--- src/rtl/lsl_pkg.sv ---
// Purpose: Shared constants and types for the indicator output and strap latch block
// Assumes: 50 MHz core clock, 5-bit register address, 16-bit register data
// Notes:   Register offsets are byte-free indices on the plain register port
package lsl_pkg;

  // Register offsets
  localparam logic [4:0] ADDR_CTRL  = 5'h00;  // Basic control register
  localparam logic [4:0] ADDR_VCTRL = 5'h1e;  // Vendor control register
  localparam logic [4:0] ADDR_STAT  = 5'h1f;  // Block status register

  // Field positions
  localparam int ANEG_BIT   = 12;  // Auto-negotiation enable in control
  localparam int SPEED_BIT  = 13;  // Speed select in control
  localparam int MODE_LO    = 14;  // Indicator mode field, low bit
  localparam int MODE_HI    = 15;  // Indicator mode field, high bit
  localparam int ST_FIBER   = 0;   // Status: fiber mode latched
  localparam int ST_NOFEF   = 1;   // Status: far-end fault disabled
  localparam int ST_LINK    = 2;   // Status: link up
  localparam int ST_ACT     = 3;   // Status: activity
  localparam int ST_SPEED   = 4;   // Status: 100 Mbps
  localparam int ST_BLINK   = 5;   // Status: blink phase

  // Reset values
  localparam logic [1:0] MODE_RST   = 2'h0;  // Indicator mode after reset
  localparam logic       FIBER_SPD  = 1'h1;  // Speed bit loaded by a fiber-mode reset

  // Timing
  localparam int unsigned CLK_HZ     = 50_000_000;  // Core clock rate
  localparam int unsigned BLINK_MS   = 100;         // Blink half period in ms
  localparam int unsigned BLINK_CYC  = (CLK_HZ / 1000) * BLINK_MS;

  // Indicator modes
  typedef enum logic [1:0] {
    MODE_LINKACT_SPEED = 2'b00,
    MODE_LINK_ACT      = 2'b01,
    MODE_RSV2          = 2'b10,
    MODE_RSV3          = 2'b11
  } lsl_mode_t;

  // Line state from the transceiver core
  typedef struct packed {
    logic linkUp;    // Link established
    logic activity;  // Traffic seen
    logic speed100;  // 1 for 100 Mbps, 0 for 10 Mbps
  } lsl_line_t;

  // Register port request
  typedef struct packed {
    logic [4:0]  addr;   // Register offset
    logic [15:0] wdata;  // Write data
    logic        wr;     // Write strobe
    logic        rd;     // Read strobe
  } lsl_req_t;

endpackage

--- src/rtl/lsl_led_strap.sv ---
// Purpose: Drives two indicator pins and latches their strap levels at reset
// Assumes: Line state comes from logic on clk; pins and fiber_enable are asynchronous
// Notes:   Pins are released (oe high) throughout reset so pull resistors set straps
//
// Function
// - Mode field 15:14 at 1Eh selects behaviour
// - First pin: link/activity or link only
// - Second pin: speed, or activity blink
// - Copper: first strap loads auto-negotiation bit 12
// - Fiber mode: auto-negotiation forced off
// - Copper-only part: second strap loads speed bit 13
// - Fiber part, copper mode: same speed latch
// - Fiber mode: second strap disables far-end fault
// - Pins are inputs during reset, outputs otherwise
// - Fiber enable low copper, high fiber
// - Reset is active low; straps sampled then
`timescale 1ns/1ps
module lsl_led_strap
  import lsl_pkg::*;
#(
  parameter bit          FIBER_CAPABLE = 1'b1,       // Part has fiber mode
  parameter int unsigned BLINK_CYCLES  = BLINK_CYC   // Cycles per blink half period
) (
  // Clock and reset
  input  wire logic        clk,
  input  wire logic        resetn,
  // Register port
  input  wire lsl_req_t    req,
  output      logic [15:0] rdata,
  // Line state
  input  wire lsl_line_t   line,
  // Fiber mode select pin
  input  wire logic        fiber_enable,
  // First indicator pin
  input  wire logic        linkIndicatorIn,
  output      logic        link_indicator_out,
  output      logic        linkIndicatorOeN,
  // Second indicator pin
  input  wire logic        speedIndicatorIn,
  output      logic        speed_indicator_out,
  output      logic        speedIndicatorOeN,
  // Strap results
  output      logic        autoneg_enable_strap,
  output      logic        speedSelect,
  output      logic        far_end_fault,
  output      logic        fiberMode
);

  // Refuse a blink period the counter cannot express
  if (BLINK_CYCLES < 2) begin : g_chk
    $error("BLINK_CYCLES must be at least 2");
  end

  // Synchronisers: stage one feeds stage two only
  logic [2:0] syncA;  // First stage: link pin, speed pin, fiber enable
  logic [2:0] syncB;  // Second stage, safe to read

  // Left without reset so that the straps travel through during reset
  always_ff @(posedge clk) begin
    syncA <= {linkIndicatorIn, speedIndicatorIn, fiber_enable};
    syncB <= syncA;
  end

  logic linkPin;   // Synchronised first pin
  logic speedPin;  // Synchronised second pin
  logic fiberPin;  // Synchronised fiber enable
  assign linkPin  = syncB[2];
  assign speedPin = syncB[1];
  assign fiberPin = syncB[0];

  // Strap and register state
  lsl_mode_t   ledMode, next_ledMode;          // Indicator mode
  logic        aneg, next_aneg;                // Auto-negotiation enable
  logic        speed, next_speed;              // Speed select
  logic        noFef, next_noFef;              // Far-end fault disabled
  logic        fiber, next_fiber;              // Fiber mode latched
  logic [15:0] rd, next_rd;                    // Read data register
  logic        blink, next_blink;              // Blink phase, also shown in status

  // Register and strap next values
  always_comb begin
    next_ledMode = ledMode;
    next_aneg    = aneg;
    next_speed   = speed;
    next_noFef   = noFef;
    next_fiber   = fiber;
    next_rd      = 16'h0000;
    if (!resetn) begin
      // Straps follow the pins for as long as reset is held
      next_ledMode = lsl_mode_t'(MODE_RST);
      next_fiber   = FIBER_CAPABLE && fiberPin;
      if (FIBER_CAPABLE && fiberPin) begin
        next_aneg  = 1'b0;
        next_speed = FIBER_SPD;
        next_noFef = speedPin;
      end else begin
        next_aneg  = linkPin;
        next_speed = speedPin;
        next_noFef = 1'b0;
      end
    end else begin
      // Writes; in fiber mode auto-negotiation stays off
      if (req.wr) begin
        if (req.addr == ADDR_CTRL) begin
          next_aneg  = req.wdata[ANEG_BIT] && !fiber;
          next_speed = req.wdata[SPEED_BIT];
        end else if (req.addr == ADDR_VCTRL) begin
          next_ledMode = lsl_mode_t'(req.wdata[MODE_HI:MODE_LO]);
        end
      end
      // Reads answer in the next cycle only; unmapped offsets read zero
      if (req.rd) begin
        if (req.addr == ADDR_CTRL) begin
          next_rd[ANEG_BIT]  = aneg;
          next_rd[SPEED_BIT] = speed;
        end else if (req.addr == ADDR_VCTRL) begin
          next_rd[MODE_HI:MODE_LO] = ledMode;
        end else if (req.addr == ADDR_STAT) begin
          next_rd[ST_FIBER] = fiber;
          next_rd[ST_NOFEF] = noFef;
          next_rd[ST_LINK]  = line.linkUp;
          next_rd[ST_ACT]   = line.activity;
          next_rd[ST_SPEED] = line.speed100;
          next_rd[ST_BLINK] = blink;
        end
      end
    end
  end

  // Register the state
  always_ff @(posedge clk) begin
    ledMode <= next_ledMode;
    aneg    <= next_aneg;
    speed   <= next_speed;
    noFef   <= next_noFef;
    fiber   <= next_fiber;
    rd      <= next_rd;
  end

  // Blink divider: a tick pulse every half period flips the phase
  logic [31:0] blinkCnt, next_blinkCnt;  // Half-period counter
  logic        blinkTick;                // One-cycle enable

  assign blinkTick = (blinkCnt == 32'(BLINK_CYCLES - 1));

  // Blink next values
  always_comb begin
    next_blinkCnt = blinkTick ? 32'h0000_0000 : blinkCnt + 32'h0000_0001;
    next_blink    = blinkTick ? !blink : blink;
    if (!resetn) begin
      next_blinkCnt = 32'h0000_0000;
      next_blink    = 1'b0;
    end
  end

  // Register the blink state
  always_ff @(posedge clk) begin
    blinkCnt <= next_blinkCnt;
    blink    <= next_blink;
  end

  // Indicator drive; high is off since the LED hangs from the supply
  logic ledA, next_ledA;  // First pin level
  logic ledB, next_ledB;  // Second pin level
  logic oeN, next_oeN;    // Shared output enable, low drives

  // Indicator next values
  always_comb begin
    next_oeN  = !resetn;  // Released during reset for strap pulls
    next_ledA = 1'b1;
    next_ledB = 1'b1;
    case (ledMode)
      MODE_LINKACT_SPEED: begin
        next_ledA = !line.linkUp ? 1'b1 : (line.activity ? blink : 1'b0);
        next_ledB = !line.speed100;
      end
      MODE_LINK_ACT: begin
        next_ledA = !line.linkUp;
        next_ledB = line.activity ? blink : 1'b1;
      end
      default: begin
        // Reserved modes leave both LEDs dark
        next_ledA = 1'b1;
        next_ledB = 1'b1;
      end
    endcase
    if (!resetn) begin
      next_ledA = 1'b1;
      next_ledB = 1'b1;
    end
  end

  // Register the indicator drive
  always_ff @(posedge clk) begin
    ledA <= next_ledA;
    ledB <= next_ledB;
    oeN  <= next_oeN;
  end

  // Outputs
  assign rdata                = rd;
  assign link_indicator_out   = ledA;
  assign speed_indicator_out  = ledB;
  assign linkIndicatorOeN     = oeN;
  assign speedIndicatorOeN    = oeN;
  assign autoneg_enable_strap = aneg;
  assign speedSelect          = speed;
  assign far_end_fault        = noFef;
  assign fiberMode            = fiber;
endmodule

--- config.mk ---
export PLATFORM = sky130hd
export DESIGN_NAME = lsl_led_strap
export DESIGN_NICKNAME = d
export VERILOG_FILES = /design/src/rtl/lsl_pkg.sv /design/src/rtl/lsl_led_strap.sv
export SDC_FILE = /design/constraint.sdc
export NUM_CORES = 1
export LEC_CHECK = 0
export BUFFER_PORTS_ARGS = -buffer_cell sky130_fd_sc_hd__buf_2
export CELL_PAD_IN_SITES_DETAIL_PLACEMENT = 0
export CELL_PAD_IN_SITES_GLOBAL_PLACEMENT = 1
export CORE_ASPECT_RATIO = 0.8
export CORE_MARGIN = 10
export CORE_UTILIZATION = 36
export CTS_CLUSTER_SIZE = 20
export DETAILED_ROUTE_END_ITERATION = 6
export PLACE_DENSITY = 0.75
export SYNTH_ARGS = -nofsm -noshare
export SYNTH_HDL_FRONTEND = slang
export SYNTH_SLANG_ARGS = --single-unit
--- constraint.sdc ---
create_clock -name clk -period 1.7 [get_ports clk]
set_input_delay 0.255 -clock clk [delete_from_list [all_inputs] [get_ports clk]]
set_output_delay 0.255 -clock clk [all_outputs]
set_load 0.05 [all_outputs]
==> run metrics <==
clock slew at the register clock pins of the worst setup and hold paths=0.06 ns; global-route usage over all layers=11.5%; RSZ-0062 raised after global routing=true; Max-cap violations=0; synthesized area=about 2400 um^2; Routed wire per std cell=13.9 um; outcome=finished with violations; Post-Syn Area per Cell=9.39 um^2; vias in the first global route=2111; flops & latches, synth=between 50 and 60; later-pin clock latency in the skew report=roughly 0.35 ns; Max H-tree Level=3; Fill cells=607; synth unique cells=38; most frequent cells in the layout=dfxtp_1, buf_4, buf_2, nor2_1, nand2_1; final worst slack=-0.165 ns; Vias=about 2.2k; critical path launch point type=register; top_reg_cell synth=dfxtp_1; CP arrival=2.10 ns; Async SR Flop Fraction=0%; Remaining DRCs=0; Post-Layout Cell Count=437; Root Buffer=clkbuf_8; Max Slew Vio Count=0; pre-CTS setup slack=-0.189 ns; crit share post-route=110%; die area=between 10000 and 15000 um^2; initial antenna violation count=0; Initial Utilization=37.7%; crit path cell chain=or4_4, or3_4, o31ai_4, buf_6, buf_12, nor2_1; Num CTS Buffers=9; CP top delay family=simple AND/OR/NAND/NOR gates; HPWL after DPL=4.22 mm; first-pass GRT wire length=between 9 and 10 mm; Fmax=536 MHz; number of diodes=0; min-delay worst type=input port to register; total iterations of the first detailed-routing run=4; placed inst area=2960 um^2; Synth-to-Final Area Change=37.8%; Clock Skew=0.00641 ns; Cell Pwr Density=between 800 and 900 nW/um^2; io pins=55; Die H=93.7 um; EDFF count, synth=4; Final Hold Viols=0; register area share after synthesis=between 40 and 50%; Setup crit end kind=register; reg-to-reg setup timing slack=-0.16 ns; failing checks=negative setup slack; width of the die=112 um; LEAKAGE=1.30 nW; row cnt=26; Worst EP required=1.94 ns; CP max stage delay=0.49 ns; final net count=380; largest net degree at the start of global routing=33; commonest non-fill, non-tap cell in the layout=dfxtp_1; Final Power=0.00298 W; Buf+Inv Stages, Crit Path=2; Yosys warning count=0; Final Cell Area=between 3000 and 4000 um^2; CTS Buffer Depth=2; layout cells sized above 1=37.4%; Crit Path Category=register to register; Slowest cell on crit path=or4_4; Clock Sinks=58; routability cong.=0.804; Final ANT Viol Nets=0; crit path time final=1.86 ns; CTS tree=done; Initial DRC Count=approximately 130; GR Overflow Total=0; Syn Inst Count=260; crit path max fanout=16; endpoints failing setup=33; number of vias per cell=about 5.0; Core Box Area=around 6500 um^2; Post-Route WL=6.09 mm; Max IR drop VDD=0.697 mV; cell count after placement=411; I/O Buffers=36
-- timing repair --
| action | 4_1_cts | 5_1_grt |
|---|---|---|
| gates cloned | 0 | 2 |
| pin swaps | 1 | 3 |
| resized for setup | 15 | 15 |
| endpoints found under the setup margin | 33 | 33 |
| hold buffers | 0 | 2 |
| hold endpoints to repair | 0 | 2 |
| buffers inserted | 2 | 4 |
-- synthesized netlist by cell type, types with 4 or more instances --
cell type	n	area [um^2]
dfxtp_1	54	1080
nor2_1	23	86.3
nand2_1	16	60.1
a21oi_1	15	75.1
nand3_1	14	70.1
nand4_1	11	68.8
o21ai_0	11	55.1
or4_1	11	82.6
and2_1	10	62.6
inv_1	9	33.8
o31ai_1	9	67.6
or3_1	9	56.3
xnor2_1	9	78.8
buf_4	8	60.1
nor4_1	8	50.1
xor2_1	5	43.8
edfxtp_1	4	120
nor3_1	4	20.0
-- metal layers --
layer	GRT usage [%]	vias to the layer above	part of all wire, %
li1	-	1109	-
met1	13.3	1015	46
met2	18.3	50	46
met3	4.79	11	5.5
met4	5.49	0	1.9
met5	0	-	0
-- where the power goes --
group	leakage, nW	internal [W]	total [W]	switching (W)
Sequential	0.483	0.00140	0.00141	0.0000155
Combinational	0.718	0.0000711	0.000206	0.000135
Clock	0.104	0.000814	0.00136	0.000549
Total	1.30	0.00228	0.00298	0.000700
-- worst paths after layout --
| check | from | to | cells past startpoint |
|---|---|---|---|
| worst max-delay path | blinkCnt[7] | blinkCnt[5] | 6 |
| worst max register to register | blinkCnt[7] | blinkCnt[5] | 6 |
| worst min-delay path | speedIndicatorIn | syncA[1] | 1 |
| worst min register to register | syncA[2] | syncB[2] | 0 |
-- final cells by class --
class | instances | area (um^2) | area share [%]
clock buffers | 10 | 128 | 3.79
flip-flops and latches | 58 | 1220 | 36.1
multi-input cells | 183 | 1190 | 35.4
well taps | 84 | 105 | 3.12
repair buffers | 87 | 609 | 18.1
inverters | 9 | 33.8 | 1.00
clock inverters | 6 | 81.3 | 2.42
-- kinds of logic (layout without fill, tap and decap cells) --
group / after synthesis / count (layout) / share of synthesized area, %
flip-flops: 58 / 58 / 49.2
adder cells (fa/ha/maj): 1 / 1 / 0.512
XOR/XNOR: 14 / 14 / 5.02
buffers and inverters: 24 / 112 / 5.69
other: 1 / 6 / 0.154
AO/OA/AOI/OAI: 38 / 38 / 9.68
multiplexers: 2 / 2 / 0.820
AND/OR/NAND/NOR: 122 / 122 / 28.9
-- sequential cells by signal (all words and copies together) (netlist names) --
name and flops:
link_indicator_out 1, blink 1, speedSelect 1, blinkCnt 32, ledMode 2, syncA 3
fiberMode 1, linkIndicatorOeN 1, speed_indicator_out 1, syncB 3, far_end_fault 1, autoneg_enable_strap 1
rdata 10
-- stage by stage --
stage	util, %	setup TNS, ns	hold slack (ns)
after floorplan	-	-4.25	0.283
after global placement	45.7	-3.44	0.312
after detailed placement	45.7	-4.34	0.316
after CTS	49.9	-4.14	0.00184
after global routing	52.0	-6.56	0.00150
final	52.0	-4.75	0.00914
No activity file was read; power rests on OpenSTA's default activity.
